===== config.mk =====
export PLATFORM = sky130hd
export DESIGN_NAME = ogm_unit
export DESIGN_NICKNAME = d
export VERILOG_FILES = /design/src/core/ogm_pkg.sv /design/src/core/ogm_classify.sv /design/src/core/ogm_rotator.sv /design/src/core/ogm_unit.sv
export VERILOG_INCLUDE_DIRS = /design/src /design/src/core
export SDC_FILE = /design/constraint.sdc
export NUM_CORES = 1
export LEC_CHECK = 0
export BUFFER_PORTS_ARGS = -buffer_cell sky130_fd_sc_hd__buf_2
export CORE_MARGIN = 4
export CORE_UTILIZATION = 50
export DETAILED_ROUTE_END_ITERATION = 16
export MAX_ROUTING_LAYER = met4
export PLACE_DENSITY = 0.73
export SLEW_MARGIN = 15
export SYNTH_ARGS = -nofsm -noshare
export SYNTH_HDL_FRONTEND = slang
export SYNTH_SLANG_ARGS = --single-unit

===== constraint.sdc =====
create_clock -name clk -period 5.2 [get_ports clk]
set_input_delay 0.78 -clock clk [delete_from_list [all_inputs] [get_ports clk]]
set_output_delay 0.78 -clock clk [all_outputs]
set_load 0.005 [all_outputs]

===== src/core/ogm_defs.svh =====
// Behaviour
// [RULE1] Words whose three leading bits are 111 are operate-class instructions.
// [RULE2] Operate word with bit 3 zero is group 1, bit 11 ignored.
// [RULE3] Bit 3 one and bit 11 zero is group 2, sent to skip logic.
// [RULE4] Bits 3 and 11 both one is group 3, accumulator and multiplier-quotient work.
// [RULE5] Every set function bit in a word executes; combined code is OR.
// [RULE6] Group 1 functions run in phase order one, two, three, four.
// [RULE7] Same-phase functions act together on values from before that phase.
// [RULE8] Phase 1 clears, phase 2 inverts, phase 3 increments, phase 4 rotates.
// [RULE9] Bit 4 clears all twelve accumulator bits; alone takes 10 states.
// [RULE10] Bit 5 clears the carry; alone takes 10 states.
// [RULE11] Bit 6 inverts every accumulator bit; alone takes 10 states.
// [RULE12] Bit 7 inverts the carry; alone takes 10 states.
// [RULE13] Bit 11 increments accumulator; carry out of top inverts carry.
// [RULE14] Bits 8-10 select swap or rotates; each such word takes 15 states.
// [RULE15] Half swap exchanges accumulator halves, carry unchanged.
// [RULE16] Rotate left one: bit 0 into carry, old carry into bit 11.
// [RULE17] Rotate left two: bit 1 into carry, old carry into bit 10.
// [RULE18] Rotate right one: bit 11 into carry, old carry into bit 0.
// [RULE19] Rotate right two: bit 10 into carry, old carry into bit 1.
// [RULE20] Group 1 word with no function bits takes 10 states, no change.
// [RULE21] Words are twelve bits, bit 0 most significant, bit 11 least.
// [RULE22] Selector codes 110 and 111 act as no rotate and are flagged.
`ifndef OGM_DEFS_SVH
`define OGM_DEFS_SVH

// Architectural bit n (0 = MSB) is vector bit 11-n
`define OGM_OPC_HI       11
`define OGM_OPC_LO       9
`define OGM_OPC_OPERATE  3'h7
`define OGM_GRP_BIT      8
`define OGM_TAIL_BIT     0
`define OGM_CLR_ACC_BIT  7
`define OGM_CLR_CRY_BIT  6
`define OGM_INV_ACC_BIT  5
`define OGM_INV_CRY_BIT  4
`define OGM_ROT_HI       3
`define OGM_ROT_LO       1
`define OGM_INC_BIT      0

// State times per instruction kind
`define OGM_STATES_SHORT 5'h0A
`define OGM_STATES_LONG  5'h0F

`define OGM_ACC_RESET    12'h000
`define OGM_CRY_RESET    1'b0

`endif


===== src/core/ogm_pkg.sv =====
package ogm_pkg;

  // Rotate selector values, bits 8..10 read as a 3-bit number
  typedef enum logic [2:0] {
    OGM_ROT_NONE  = 3'h0,
    OGM_ROT_SWAP  = 3'h1,
    OGM_ROT_LEFT1 = 3'h2,
    OGM_ROT_LEFT2 = 3'h3,
    OGM_ROT_RGT1  = 3'h4,
    OGM_ROT_RGT2  = 3'h5,
    OGM_ROT_BAD6  = 3'h6,
    OGM_ROT_BAD7  = 3'h7
  } ogm_rot_e;

  // Instruction classes seen by the decoder
  typedef enum logic [1:0] {
    OGM_CLS_OTHER,
    OGM_CLS_GRP1,
    OGM_CLS_GRP2,
    OGM_CLS_GRP3
  } ogm_cls_e;

endpackage


===== src/core/ogm_classify.sv =====
`timescale 1ns/1ps
`default_nettype none
`include "ogm_defs.svh"

module ogm_classify
  import ogm_pkg::*;
(
  input  wire logic [11:0] instr,
  output ogm_cls_e         cls
);

  // Opcode, group select and tail bit decide the class
  always_comb begin
    if (instr[`OGM_OPC_HI:`OGM_OPC_LO] != `OGM_OPC_OPERATE) begin // see [RULE1]
      cls = OGM_CLS_OTHER;
    end else if (!instr[`OGM_GRP_BIT]) begin
      cls = OGM_CLS_GRP1;                                      // see [RULE2]
    end else if (!instr[`OGM_TAIL_BIT]) begin
      cls = OGM_CLS_GRP2;                                      // see [RULE3]
    end else begin
      cls = OGM_CLS_GRP3;                                      // see [RULE4]
    end
  end

endmodule
`default_nettype wire


===== src/core/ogm_rotator.sv =====
`timescale 1ns/1ps
`default_nettype none
`include "ogm_defs.svh"

module ogm_rotator
  import ogm_pkg::*;
(
  input  wire logic [11:0] acc_in,
  input  wire logic        cry_in,
  input  wire logic [2:0]  sel,
  output logic      [11:0] acc_out,
  output logic             cry_out,
  output logic             bad_sel
);

  // Vector bit 0 is the least significant (architectural bit 11)
  logic [12:0] link_acc;
  assign link_acc = {cry_in, acc_in};

  // Phase 4 shifter over the 13-bit carry-plus-accumulator
  always_comb begin
    acc_out = acc_in;
    cry_out = cry_in;
    bad_sel = 1'b0;
    case (ogm_rot_e'(sel))
      OGM_ROT_NONE: begin
      end
      OGM_ROT_SWAP: begin
        acc_out = {acc_in[5:0], acc_in[11:6]};         // see [RULE15]
      end
      OGM_ROT_LEFT1: begin
        {cry_out, acc_out} = {link_acc[11:0], link_acc[12]};   // see [RULE16]
      end
      OGM_ROT_LEFT2: begin
        {cry_out, acc_out} = {link_acc[10:0], link_acc[12:11]}; // see [RULE17]
      end
      OGM_ROT_RGT1: begin
        {cry_out, acc_out} = {link_acc[0], link_acc[12:1]};    // see [RULE18]
      end
      OGM_ROT_RGT2: begin
        {cry_out, acc_out} = {link_acc[1:0], link_acc[12:2]};  // see [RULE19]
      end
      default: begin
        bad_sel = 1'b1;                   // No rotate; see [RULE22]
      end
    endcase
  end

endmodule
`default_nettype wire


===== src/core/ogm_unit.sv =====
`timescale 1ns/1ps
`default_nettype none
`include "ogm_defs.svh"

// Operate-class decoder and group 1 executor, one phase per clock
module ogm_unit
  import ogm_pkg::*;
#(
  parameter int WIDTH = 12
)
(
  input  wire logic             clk,
  input  wire logic             reset,
  input  wire logic             instr_valid,
  input  wire logic [WIDTH-1:0] instr,
  output logic                  busy_q,
  output logic                  done_q,
  output logic      [4:0]       states_q,
  output logic                  grp2_valid_q,
  output logic                  grp3_valid_q,
  output logic      [WIDTH-1:0] route_word_q,
  output logic                  bad_rot_q,
  output logic      [WIDTH-1:0] accumulator_reg_q,
  output logic                  carry_q
);

  typedef enum {
    ST_IDLE,
    ST_PH1,
    ST_PH2,
    ST_PH3,
    ST_PH4
  } ogm_st_e;

  ogm_st_e          st_q;
  logic [WIDTH-1:0] word_q;
  ogm_cls_e         cls;
  logic [WIDTH-1:0] rot_acc;
  logic             rot_cry;
  logic             rot_bad;
  logic             start;
  logic [WIDTH:0]   inc_sum;

  // Function bits of the held word, names per microinstruction
  logic clear_acc_fn;
  logic clear_carry_fn;
  logic invert_acc_fn;
  logic invert_carry_fn;
  logic increment_acc_fn;
  logic [2:0] rot_sel;
  logic idle_operate_fn;

  assign clear_acc_fn     = word_q[`OGM_CLR_ACC_BIT];         // see [RULE9]
  assign clear_carry_fn   = word_q[`OGM_CLR_CRY_BIT];         // see [RULE10]
  assign invert_acc_fn    = word_q[`OGM_INV_ACC_BIT];         // see [RULE11]
  assign invert_carry_fn  = word_q[`OGM_INV_CRY_BIT];         // see [RULE12]
  assign increment_acc_fn = word_q[`OGM_INC_BIT];             // see [RULE13]
  assign rot_sel          = word_q[`OGM_ROT_HI:`OGM_ROT_LO];  // see [RULE14]
  // No bits in 4..11 set means pure delay
  assign idle_operate_fn  = (word_q[7:0] == 8'h00);           // see [RULE20]

  // Architectural bit 0 is vector bit 11, the MSB; see [RULE21]
  ogm_classify u_cls (
    .instr (instr),
    .cls   (cls)
  );

  ogm_rotator u_rot (
    .acc_in  (accumulator_reg_q),
    .cry_in  (carry_q),
    .sel     (rot_sel),
    .acc_out (rot_acc),
    .cry_out (rot_cry),
    .bad_sel (rot_bad)
  );

  // Only group 1 is executed here; others are only routed
  assign start   = instr_valid && (st_q == ST_IDLE) && (cls == OGM_CLS_GRP1);
  assign inc_sum = {1'b0, accumulator_reg_q} + {{WIDTH{1'b0}}, 1'b1};

  // Phase sequencer, walks every phase in ascending order
  always_ff @(posedge clk or posedge reset) begin
    if (reset) begin
      st_q <= ST_IDLE;
    end else begin
      case (st_q)
        ST_IDLE: begin
          if (start) begin
            st_q <= ST_PH1;
          end
        end
        ST_PH1:  st_q <= ST_PH2;                              // see [RULE6]
        ST_PH2:  st_q <= ST_PH3;
        ST_PH3:  st_q <= ST_PH4;
        ST_PH4:  st_q <= ST_IDLE;
        default: st_q <= ST_IDLE;
      endcase
    end
  end

  // Latch the word so the caller may change instr after the start
  always_ff @(posedge clk or posedge reset) begin
    if (reset) begin
      word_q <= '0;
    end else if (start) begin
      word_q <= instr;
    end
  end

  // Accumulator: each phase reads only the prior phase result
  always_ff @(posedge clk or posedge reset) begin
    if (reset) begin
      accumulator_reg_q <= `OGM_ACC_RESET;
    end else begin
      case (st_q)
        ST_PH1: begin
          if (clear_acc_fn) begin                             // see [RULE8]
            accumulator_reg_q <= '0;                          // see [RULE9]
          end
        end
        ST_PH2: begin
          if (invert_acc_fn) begin
            accumulator_reg_q <= ~accumulator_reg_q;          // see [RULE11]
          end
        end
        ST_PH3: begin
          if (increment_acc_fn) begin
            accumulator_reg_q <= inc_sum[WIDTH-1:0];          // see [RULE13]
          end
        end
        ST_PH4: begin
          accumulator_reg_q <= rot_acc;                       // see [RULE14]
        end
        default: begin
        end
      endcase
    end
  end

  // Carry: same-phase functions share pre-phase values
  always_ff @(posedge clk or posedge reset) begin
    if (reset) begin
      carry_q <= `OGM_CRY_RESET;
    end else begin
      case (st_q)
        ST_PH1: begin
          if (clear_carry_fn) begin
            carry_q <= 1'b0;                                  // see [RULE10]
          end
        end
        ST_PH2: begin
          if (invert_carry_fn) begin                          // see [RULE7]
            carry_q <= ~carry_q;                              // see [RULE12]
          end
        end
        ST_PH3: begin
          if (increment_acc_fn && inc_sum[WIDTH]) begin
            carry_q <= ~carry_q;                              // see [RULE13]
          end
        end
        ST_PH4: begin
          carry_q <= rot_cry;                                 // see [RULE16]
        end
        default: begin
        end
      endcase
    end
  end

  // Status: busy, completion pulse, state-time cost, bad selector
  always_ff @(posedge clk or posedge reset) begin
    if (reset) begin
      busy_q    <= 1'b0;
      done_q    <= 1'b0;
      states_q  <= 5'h00;
      bad_rot_q <= 1'b0;
    end else begin
      done_q <= (st_q == ST_PH4);
      if (start) begin
        busy_q <= 1'b1;
      end else if (st_q == ST_PH4) begin
        busy_q <= 1'b0;
      end
      if (st_q == ST_PH4) begin
        // Every set bit ran; cost depends on phase 4 use (see [RULE5])
        if (rot_sel != 3'h0 && !rot_bad) begin
          states_q <= `OGM_STATES_LONG;                       // see [RULE14]
        end else if (idle_operate_fn) begin
          states_q <= `OGM_STATES_SHORT;                      // see [RULE20]
        end else begin
          states_q <= `OGM_STATES_SHORT;
        end
        bad_rot_q <= rot_bad;                                 // see [RULE22]
      end
    end
  end

  // Groups 2 and 3 are handed on for one cycle with the word
  always_ff @(posedge clk or posedge reset) begin
    if (reset) begin
      grp2_valid_q <= 1'b0;
      grp3_valid_q <= 1'b0;
      route_word_q <= '0;
    end else begin
      grp2_valid_q <= instr_valid && (st_q == ST_IDLE)
                      && (cls == OGM_CLS_GRP2);               // see [RULE3]
      grp3_valid_q <= instr_valid && (st_q == ST_IDLE)
                      && (cls == OGM_CLS_GRP3);               // see [RULE4]
      if (instr_valid && st_q == ST_IDLE) begin
        route_word_q <= instr;
      end
    end
  end

endmodule
`default_nettype wire


; ---- Word level (Yosys, flattened, before mapping)
; Index checks and enable logic that the tools add are counted.
[classes]
n_mux = 19
add_sub_neg = 1
bitwise = 2
reduce_logical = 15
eq_ne = 23
[op_table]
columns = op, n
row1 = one-hot mux 32 bit (4 select lines), 1
row2 = equality test 32 x 2 -> 1 bit (second input constant), 2
row3 = zero test 32 bit, 2
row4 = one-hot mux 12 bit (5 select lines), 1
row5 = one-hot mux 12 bit (4 select lines), 1
row6 = 2-to-1 mux 12 bit, 3
row7 = equality test 32 x 1 -> 1 bit (second input constant), 1
row8 = equality test 32 x 3 -> 1 bit (second input constant), 1
row9 = equality test 32 x 4 -> 1 bit (second input constant), 1
row10 = 2-to-1 mux 32 bit, 1
row11 = != test 2 bit (second input constant), 7
row12 = adder 12 x 1 -> 13 bit (second input constant), 1
row13 = NOT 12 bit, 1
row14 = AND reduction 5 bit, 2
row15 = one-hot mux 1 bit (4 select lines), 2
row16 = 2-to-1 mux 1 bit, 7
row17 = equality test 3 x 2 -> 1 bit (second input constant), 2
row18 = equality test 3 bit (second input constant), 2
row19 = logical AND 1 bit, 6
row20 = != test 6 x 1 -> 1 bit (second input constant), 1
row21 = OR reduction 6 bit, 1
row22 = != test 5 x 1 -> 1 bit (second input constant), 1
row23 = equality test 2 bit (second input constant), 2
row24 = 2-to-1 mux 2 bit, 2
row25 = other kinds (9), 9
[totals]
output_inout_bits = 35
elab_cells = 71
in_bits = 15
regBits = 75

; ---- Depth between registers and ports, before layout
; Gate-level depths: netlist of run 1.
[depth]
word_depth = 7
depth_mapped = 9
ltp_nobuf = 6

; ---- Hierarchy
; Synthesis of run 1 repeated with hierarchy kept, for this count alone.
[hier_totals]
cells_unflattened = 291
hier_area_um2 = 2964.1
[by_module_without_submodules]
columns = mod, area_each_um2, cells_per_inst, seq_area_each_um2, instances
row1 = ogm_unit, 2187.1, 196, 1076.0, 1
row2 = ogm_rotator, 747.0, 90, 0.0, 1
row3 = ogm_classify, 30.0, 5, 0.0, 1

; ---- Least setup slack after synthesis of run 1
; OpenSTA, ideal clock, no wires.
[synth_path]
path_kind = input -> register
start = input instr_valid
end = register word_q[0]
slack_ns = 3.128
arrival_time_ns = 1.947
n_path_buf = 0
path_stages = 4
setup_time_ns = 0.125
cell_sequence = nor4b_2 -> nand4_1 -> nor2_2 -> mux2_2
[synth_between]
elab_chain_len = 2
[synth_rtl]
columns = item, line
row1 = "start, declared", ogm_unit.sv:14  ; input wire logic instr_valid,
row2 = logical AND 1 bit (2 in series), ogm_unit.sv:78  ; assign start = instr_valid && (st_q == ST_IDLE) && (cls == OGM_CLS_GRP1);
row3 = "end signal, assigned", ogm_unit.sv:106  ; word_q <= instr;
row4 = "end, declared", ogm_unit.sv:36  ; logic [WIDTH-1:0] word_q;
; No other way between the ends.
; A chain may end at the register's enable or synchronous reset.

; ---- Worst setup path after layout of run 1
[layout_path]
start = register st_q[0]
end = register accumulator_reg_q[0]
[layout_between]
elab_chain_len = 3
elab_cells_between_ends = 11
cone_classes = eq/ne (8) / mux (1) / reduce/logical (2)
[layout_rtl]
columns = item, line
row1 = "start, declared", ogm_unit.sv:35  ; ogm_st_e st_q;
row2 = "start signal, assigned", ogm_unit.sv:84  ; st_q <= ST_IDLE;
row3 = "start signal, assigned", ogm_unit.sv:89  ; st_q <= ST_PH1;
row4 = "start signal, assigned", ogm_unit.sv:92  ; ST_PH1: st_q <= ST_PH2;
row5 = equality test 32 x 3 -> 1 bit (tied with other cells), ogm_unit.sv:115  ; case (st_q)
row6 = != test 6 x 1 -> 1 bit (no line) (tied with other cells), -
row7 = AND reduction 5 bit (no line), -
row8 = "end signal, assigned", ogm_unit.sv:113  ; accumulator_reg_q <= `OGM_ACC_RESET;
row9 = "end signal, assigned", ogm_unit.sv:123  ; accumulator_reg_q <= ~accumulator_reg_q;
row10 = "end signal, assigned", ogm_unit.sv:128  ; accumulator_reg_q <= inc_sum[WIDTH-1:0];
row11 = "end, declared", ogm_unit.sv:23  ; output logic [WIDTH-1:0] accumulator_reg_q,
; Several ways; a longest one is shown, not always the timed one.

==> impl_metrics.json, run 1 <==
{
  "drc_errors": 0,
  "path_class": "reg -> reg",
  "rsz0062_at_grt": "no",
  "ir_drop_v": 0.000268,
  "wire_per_inst_um": 17.4,
  "fin_ws_ns": 2.80,
  "r2r_start": "st_q[0]",
  "clk_latency_ns": 0.31,
  "fin_crit_ns": 2.40,
  "htreeDepth": 2,
  "whs_ns": 0.474,
  "worstPathArrival_ns": 2.60,
  "leakage_nw": 1.30,
  "cts_buffers": 5,
  "holdBufCountCts": 0,
  "wl_um": 6640,
  "postRouteAntennaNets": 0,
  "setup_viol": 0,
  "cts_tree": "done",
  "grt_pass1_vias": 2241,
  "dp_cells": 374,
  "finalClockSkew_ns": 0.00733,
  "ys_types": 51,
  "clkSlewWorstSetupHoldPaths_ns": 0.09,
  "synth_top_family_by_area": "compound AO/OA/AOI/OAI gates",
  "async_flop_share_pct": 100,
  "syn-cell-area_mm2": 0.00268,
  "synthesis.yosys.warnings": 0,
  "final_cells": 381,
  "drt_iter0_markers": 245,
  "final_common_cell": "buf_2",
  "drv_cap": 0,
  "nFillCells": 491,
  "synthAdderAreaFrac_pct": 0.467,
  "viasPerCell": 6.00,
  "p_sw_share_pct": 43.9,
  "synth_edf_count": 0,
  "port_buffers": 48,
  "area_delta_synth_final_pct": 11.2,
  "status": "finished clean",
  "synthCells": 282,
  "p_total_mw": 1.88,
  "avgSynthCellArea_um2": 9.50,
  "dieArea_mm2": 0.00659,
  "r2r_slack_ns": 2.80,
  "required_ns": 5.40,
  "initial_core_util_pct": 52.1,
  "slew_viol_final": 0,
  "p_int_mw": 1.05,
  "synth_mux_area_share_pct": 13.9,
  "max_slew_margin_pct": 26.6,
  "crit_path_start_kind": "register",
  "grt_pass1_wl_um": 11000,
  "worstHoldStart": "busy_q",
  "fmax_ghz": 0.417,
  "core-area_mm2": 0.00514,
  "dp_slack_ns": 2.74,
  "drive_gt1_share_pct": 27.0,
  "cts_root_buffer": "clkbuf_8",
  "regArea_mm2": 0.00108,
  "pwr-share-clk_pct": 13.9,
  "cts_setup_buffers": 0,
  "fin_crit_sh_pct": 46.2,
  "final_cell_mix": "buf_2 (48), dfrtp_1 (43), nand2_1 (25)",
  "synth_compound_area_share_pct": 23.4,
  "p_per_area_mw_per_mm2": 631,
  "ctsResizeCount": 0,
  "fp.dieH_um": 81.2,
  "synthSimpleGateAreaFrac_pct": 13.9,
  "dp_hpwl_um": 4630,
  "pwr-share-comb_pct": 45.9,
  "setup_tns_ns": 0,
  "vias": 2285,
  "row_count": 26,
  "die_width_um": 81.2,
  "cp-end-kind": "register",
  "drtPass1Iterations": 5,
  "clock_sinks": 43,
  "grt.total_usage_pct": 22.4,
  "num-nets-final": 327,
  "yosys_most_used_dff": "dfrtp_1",
  "grt.overflow.total": 0,
  "cp-startpoint": "st_q[0]",
  "worstMarginPinSlew_ns": 1.10,
  "synthesis.nets": 298,
  "switchingPower_mw": 0.826,
  "multi_input_area_mm2": 0.00142,
  "synthXorXnorAreaFrac_pct": 1.31,
  "antenna_found_initial": 0,
  "cts_max_path_buffers": 2,
  "ys_seq_area_share_pct": 40.2,
  "synth_seq_cells": 43,
  "seqPwrFrac_pct": 40.3,
  "io_pins": 50,
  "grt_max_degree": 44,
  "hold_class": "reg -> reg",
  "antenna_cells": 0,
  "place_congestion": 0.954,
  "finalHoldViolations": 0,
  "path_max_fanout": 18
}
==> cell type report <==
class                   instances  area share (%)
clock inverters                 2            1.26
well taps                      70            2.94
clock buffers                   5            2.31
flip-flops and latches         43            36.1
multi-input cells             204            47.8
inverters                       7            1.05
repair buffers                 50            8.57
==> per-layer routing <==
layer / track usage (%) / share of wire, % / wire length [µm]
met5: - / 0 / 0
met4: 7.94 / 1.7 / 116
met3: 4.77 / 5.5 / 368
met2: 34.6 / 47 / 3140
met1: 28.9 / 45 / 3010
==> critical path: stages, from the launching register on <==
cell,delay [ns]
dfrtp_1,0.70
or3b_1,0.46
clkinv_4,0.13
o311ai_4,0.18
a21boi_4,0.48
mux2_4,0.33
==> worst paths after layout <==
| kind | cells past startpoint | endpoint |
|---|---|---|
| max | 5 | accumulator_reg_q[0] |
| max in group asynchronous | 3 | accumulator_reg_q[8] |
| min | 1 | busy_q |
| min reg2reg | 1 | busy_q |
| min in group asynchronous | 3 | accumulator_reg_q[0] |
| max reg2reg | 5 | accumulator_reg_q[0] |
==> through the flow <==
stage               cell area [µm²]  util [%]
floorplan                      2680         -
finish                         2980      58.0
global placement               2870      55.9
detailed placement             2870      55.9
CTS                            2980      58.0
global route                   2980      58.0
==> power by group through the flow <==
stage,sequential [mW],clock [mW],combinational (mW)
5_1_grt,0.788,0.283,0.953
3_3_place_gp,0.758,0,0.842
3_5_place_dp,0.758,0,0.856
2_1_floorplan,0.575,0,0.793
6_report,0.757,0.260,0.862
4_1_cts,0.753,0.264,0.862
==> logic make-up (layout without fill, tap and decap cells) <==
kind of cell,count (synthesis),in the layout
AO/OA/AOI/OAI,91,91
other,1,1
buffers and inverters,35,64
adder cells (fa/ha/maj),1,1
XOR/XNOR,4,4
multiplexers,34,34
AND/OR/NAND/NOR,73,73
flip-flops,43,43
==> synth_stat cells, drive strengths merged (4+ instances only) <==
| master | count | share of area, % |
|---|---|---|
| dfrtp | 43 | 40 |
| nand2 | 25 | 3.5 |
| mux2 | 22 | 9.4 |
| o21ai | 20 | 3.7 |
| a21oi | 19 | 3.5 |
| clkbuf | 15 | 2.1 |
| nor2 | 14 | 2.1 |
| buf | 13 | 3.5 |
| mux2i | 12 | 4.5 |
| o22ai | 11 | 2.6 |
| nand2b | 10 | 2.3 |
| inv | 6 | 0.84 |
| a22o | 5 | 1.6 |
| nand3 | 5 | 0.93 |
| nor2b | 5 | 1.2 |
| a21o | 4 | 1.1 |
| a311oi | 4 | 1.3 |
| and3 | 4 | 0.93 |
| o211ai | 4 | 1.1 |
| xnor2 | 4 | 1.3 |
==> flip-flops by register name (all words and copies together) (netlist names) <==
name               cells
states_q               2
grp3_valid_q           1
accumulator_reg_q     12
bad_rot_q              1
grp2_valid_q           1
route_word_q          12
done_q                 1
carry_q                1
busy_q                 1
st_q                   3
word_q                 8
No activity file was read; power rests on OpenSTA's default activity.
==> run 2: changes to the inputs <==
Settings changed: ABC_AREA set to 1, PLACE_DENSITY 0.73 to 0.72.
Clock period 5.2 ns to 2.3 ns, I/O delays scaled along.
==> run 2 against run 1 <==
Setup slack worse by 2.5 ns. Worst hold slack worse by 0.26 ns. Clock skew down 0.0036 ns. Maximum frequency up 22%. Critical path type unchanged. Synthesized area up 7.6%. Largest cell class unchanged. Global-route usage up 2.0 points. Critical endpoint is now carry_q. Combinational power up 130%.
==> impl_metrics.json, run 2 <==
{
  "p_total_mw": 3.82,
  "ys_seq_area_share_pct": 37.3,
  "async_flop_share_pct": 100,
  "p_sw_share_pct": 49.4,
  "viasPerCell": 5.38,
  "synth_seq_cells": 43,
  "wl_um": 7910,
  "initial_core_util_pct": 52.0,
  "worstPathArrival_ns": 2.16,
  "io_pins": 50,
  "cts_max_path_buffers": 2,
  "place_congestion": 0.927,
  "finalHoldViolations": 0,
  "required_ns": 2.50,
  "port_buffers": 48,
  "synth_top_cell_by_area": "dfrtp_1",
  "drtPass1Iterations": 5,
  "core-area_mm2": 0.00554,
  "grt_pass1_wl_um": 13700,
  "ctsResizeCount": 0,
  "finalClockSkew_ns": 0.00374,
  "yosysTopAreaCellShare_pct": 37.3,
  "antenna_found_initial": 0,
  "ir_drop_v": 0.000703,
  "clock_sinks": 43,
  "worstMarginPinSlew_ns": 0.575,
  "dieArea_mm2": 0.00704,
  "placed_cell_area_mm2": 0.00314,
  "final_cell_mix": "nand2_1 (130), inv_1 (54), o21ai_0 (51)",
  "path_class": "reg -> reg",
  "final_common_cell": "nand2_1",
  "seqPwrFrac_pct": 34.8,
  "cts_setup_buffers": 0,
  "syn-cell-area_mm2": 0.00288,
  "setup_tns_ns": 0,
  "synthCells": 443,
  "slowest_delay_ns": 0.59,
  "synthesis.nets": 459,
  "dp_hpwl_um": 5680,
  "crit_chain": "ha_1, nand3_1, inv_1, nand3_1, o21ai_0, nand3_1, nand2_1, nand2_1",
  "die_width_um": 83.9,
  "fp.dieH_um": 83.9,
  "cts_tree": "done",
  "setup_viol": 0,
  "dp_slack_ns": 0.373,
  "critical_path.slowest_cell": "dfrtp_1",
  "holdBufCountCts": 1,
  "crit_top_cell": "nand3_1",
  "htreeDepth": 2,
  "synthTopCellsByCount": "nand2_1 (130), inv_1 (55), o21ai_0 (51)",
  "drv_cap": 0,
  "clkSlewWorstSetupHoldPaths_ns": 0.08,
  "wire_per_inst_um": 14.3,
  "grtUsageMet1_pct": 29.0,
  "synth_edf_count": 0,
  "row_count": 27,
  "hold_class": "in -> reg",
  "drt_iter0_markers": 259,
  "drc_errors": 0,
  "vias": 2981,
  "p_int_mw": 1.93,
  "fin_crit_sh_pct": 85.5,
  "synthesis.yosys.warnings": 0,
  "fin_crit_ns": 1.97,
  "fin_ws_ns": 0.334,
  "fmax_ghz": 0.509,
  "design_area_mm2": 0.00324,
  "status": "finished clean",
  "cts_root_buffer": "clkbuf_8",
  "switchingPower_mw": 1.89,
  "avgSynthCellArea_um2": 6.51,
  "utilization_pct": 58.5,
  "crit_path_start_kind": "register",
  "cp-end-kind": "register",
  "met2_usage_pct": 39.8,
  "grt_pass1_vias": 2954,
  "antenna_cells": 0,
  "p_per_area_mw_per_mm2": 1180,
  "ys_types": 26,
  "clk_latency_ns": 0.30,
  "max_slew_margin_pct": 61.5,
  "path_max_fanout": 11,
  "synth_area_leaders": "dfrtp_1 (37%), nand2_1 (17%), o21ai_0 (8.9%), nand3_1 (7.6%), inv_1 (7.2%)",
  "grt_busiest_layer": "met2",
  "grt.total_usage_pct": 24.3,
  "grt_max_degree": 37,
  "drive_gt1_share_pct": 16.2,
  "gr-usage-met3_pct": 4.34,
  "leakage_nw": 1.73,
  "top_regs": "accumulator_reg_q: 12 flops, route_word_q: 12 flops, word_q: 8 flops",
  "postRouteAntennaNets": 0,
  "area_delta_synth_final_pct": 12.4,
  "yosys_most_used_dff": "dfrtp_1",
  "yosysMostFrequentCell": "nand2_1",
  "rsz0062_at_grt": "no",
  "cts_buffers": 5,
  "pwr-share-clk_pct": 12.7,
  "slew_viol_final": 0,
  "grt.overflow.total": 0,
  "pwr-share-comb_pct": 52.5,
  "num-nets-final": 497
}
## run 2: through the flow
stage / cells / hold slack [ns]
after floorplan: 443 / 0.416
after global placement: 545 / 0.245
after detailed placement: 545 / 0.254
after CTS: 554 / 0.204
after global routing: 554 / 0.209
final: 554 / 0.214
## run 2: cell type report
class                      count  area [µm²]
multi-input combinational    316        1450
tap                           72        90.1
timing repair buffer          59         325
sequential                    43        1080
clock buffer                   6        72.6
inverter                      56         210
fill                         546        2300
clock inverter                 2        12.5
## run 2: power by group through the flow
stage	logic, mW	registers [mW]	clock network, mW
3_3_place_gp	1.96	1.33	0
4_1_cts	2.00	1.32	0.493
2_1_floorplan	1.48	1.23	0
3_5_place_dp	2.00	1.34	0
6_report	2.01	1.33	0.484
5_1_grt	2.30	1.37	0.519
## run 2: routing by layer
metal	share of wire (%)	wire [µm]	vias up
li1	-	-	1491
met1	42	3330	1334
met2	47	3720	131
met3	7.8	618	25
met4	2.9	233	0
met5	0	0	-
## run 2: cells by family after synthesis
| logic type | count (synthesis) | synth area share [%] |
|---|---|---|
| compound gates | 60 | 10.9 |
| flops | 43 | 37.3 |
| fa+ha+maj | 1 | 0.434 |
| other cells | 1 | 0.130 |
| simple gates | 254 | 38.9 |
| buf+inv | 84 | 12.3 |
## run 2: final timing paths
kind	slack (ns)	to	depth (start not counted)	startpoint
worst min-delay path	0.21	grp2_valid_q	2	instr[0]
min in group asynchronous	0.48	accumulator_reg_q[2]	3	reset
worst max-delay path	0.33	carry_q	8	accumulator_reg_q[1]
max in group asynchronous	1.10	busy_q	4	reset
worst max register to register	0.33	carry_q	8	accumulator_reg_q[1]
worst min register to register	0.48	route_word_q[0]	2	route_word_q[0]
## run 2: critical path: cells and delay by family, from the launching register on
kind / cells / cell delay [ns]
AO/OA/AOI/OAI: 1 / 0.29
adder cells (fa/ha/maj): 1 / 0.27
flip-flops: 1 / 0.59
AND/OR/NAND/NOR: 5 / 0.52
buffers and inverters: 1 / 0.20
==> run 3: changes to the inputs <==
Settings changed: ABC_AREA 1 to unset, PLACE_DENSITY 0.72 to 0.73.
==> run 3 against run 2 <==
Sequential share of layout area increased by 2.0 points. Register-to-register slack got worse by 0.05 ns. Die area decreased by 6.4%. First-iteration DRC count decreased by 27%. Critical path type unchanged. Largest cell class unchanged. Largest power group unchanged.
==> impl_metrics.json, run 3 (synthesis gave the netlist of run 1 again) <==
{
  "top_regs": "accumulator_reg_q: 12 flops, route_word_q: 12 flops, word_q: 8 flops",
  "max_slew_margin_pct": 58.9,
  "holdBufCountCts": 0,
  "fin_ws_ns": 0.284,
  "grt_pass1_vias": 2255,
  "grt.overflow.total": 0,
  "antenna_found_initial": 0,
  "drv_cap": 0,
  "leakage_nw": 1.36,
  "viasPerCell": 5.90,
  "drt_iter0_markers": 190,
  "worstPathArrival_ns": 2.21,
  "initial_core_util_pct": 52.1,
  "vias": 2319,
  "grt_max_degree": 32,
  "cts_max_path_buffers": 2,
  "whs_ns": 0.110,
  "cts_root_buffer": "clkbuf_8",
  "pwr-share-comb_pct": 53.2,
  "ir_drop_v": 0.000673,
  "fmax_ghz": 0.496,
  "setup_tns_ns": 0,
  "hold_class": "in -> async",
  "finalClockSkew_ns": 0.00255,
  "p_total_mw": 4.32,
  "path_class": "reg -> reg",
  "ctsResizeCount": 0,
  "fp.dieH_um": 81.2,
  "cts_setup_buffers": 0,
  "core-area_mm2": 0.00514,
  "switchingPower_mw": 1.91,
  "postRouteAntennaNets": 0,
  "cts_buffers": 5,
  "dp_hpwl_um": 4920,
  "crit_path_start_kind": "register",
  "nFillCells": 491,
  "wl_um": 6770,
  "die_width_um": 81.2,
  "required_ns": 2.50,
  "drtPass1Iterations": 4,
  "p_sw_share_pct": 44.2,
  "rsz0062_at_grt": "no",
  "fin_crit_sh_pct": 87.6,
  "io_pins": 50,
  "dp_slack_ns": 0.303,
  "status": "finished clean",
  "design_area_mm2": 0.00305,
  "slew_viol_final": 0,
  "area_delta_synth_final_pct": 13.9,
  "final_common_cell": "buf_2",
  "grt.total_usage_pct": 22.8,
  "pwr-share-clk_pct": 12.1,
  "dieArea_mm2": 0.00659,
  "drc_errors": 0,
  "placed_cell_area_mm2": 0.00296,
  "htreeDepth": 2,
  "fin_crit_ns": 2.02,
  "antenna_cells": 0,
  "r2r_slack_ns": 0.28,
  "worstMarginPinSlew_ns": 0.616,
  "finalHoldViolations": 0,
  "clkSlewWorstSetupHoldPaths_ns": 0.09,
  "clk_latency_ns": 0.30,
  "cp-end-kind": "register",
  "p_int_mw": 2.41,
  "setup_viol": 0,
  "num-nets-final": 338,
  "final_cell_mix": "buf_2 (48), dfrtp_1 (43), nand2_1 (25)",
  "place_congestion": 1.01,
  "clock_sinks": 43,
  "port_buffers": 48,
  "path_max_fanout": 13,
  "drive_gt1_share_pct": 30.0,
  "wire_per_inst_um": 17.2,
  "p_per_area_mw_per_mm2": 1420,
  "grt_pass1_wl_um": 11400,
  "row_count": 26,
  "seqPwrFrac_pct": 34.7,
  "cts_tree": "done"
}
## run 3: cell types whose count changed in the layout (fill, tap and decap cells not counted), moves of 10 or more
cell	change
a21oi_1	+13
inv_1	-49
mux2_2	+21
mux2i_1	+12
nand2_1	-105
nand2b_1	+10
nand3_1	-39
nand4_1	-19
nor2_1	-28
o21ai_0	-31
o22ai_1	+11
## run 3: routing by layer
| metal | vias up | global-route usage [%] | part of all wire, % |
|---|---|---|---|
| li1 | 1101 | - | - |
| met5 | - | - | 0 |
| met3 | 14 | 3.44 | 6.5 |
| met2 | 84 | 36.1 | 47 |
| met4 | 0 | 5.74 | 1.6 |
| met1 | 1120 | 30.6 | 45 |
## run 3: stage by stage
step,utilization [%],std cells
after floorplan,-,282
after global placement,57.5,385
after detailed placement,57.5,385
after CTS,59.4,393
after global routing,59.4,393
final,59.4,393
## run 3: power by group through the flow
stage,clock network [mW],logic [mW],registers [mW]
finish,0.524,2.30,1.50
global route,0.566,2.54,1.56
CTS,0.529,2.29,1.49
detailed placement,0,2.28,1.51
global placement,0,2.25,1.49
floorplan,0,1.79,1.30
## run 3: area by class of cell
class	count	area, µm²	share of cell area (%)
clock buffer	6	82.6	2.71
inverter	7	31.3	1.03
tap	70	87.6	2.87
sequential	43	1080	35.3
clock inverter	2	13.8	0.451
timing repair buffer	61	338	11.1
multi-input combinational	204	1420	46.6
## run 3: path summary, 6_finish.rpt
check	start	endpoint	depth (start not counted)
min in group clk	instr[0]	grp2_valid_q	2
worst max register to register	st_q[1]	accumulator_reg_q[7]	6
worst min-delay path	reset	route_word_q[1]	2
worst min register to register	states_q[1]	states_q[1]	1
worst max-delay path	st_q[1]	accumulator_reg_q[7]	6
max in group asynchronous	reset	accumulator_reg_q[10]	3
## run 3: critical path: stages (launching register included)
cell and delay (ns):
dfrtp_1 0.51, or3b_1 0.47, clkinv_4 0.10, o311ai_4 0.18, a21boi_4 0.24, a22o_1 0.26, a21o_1 0.15
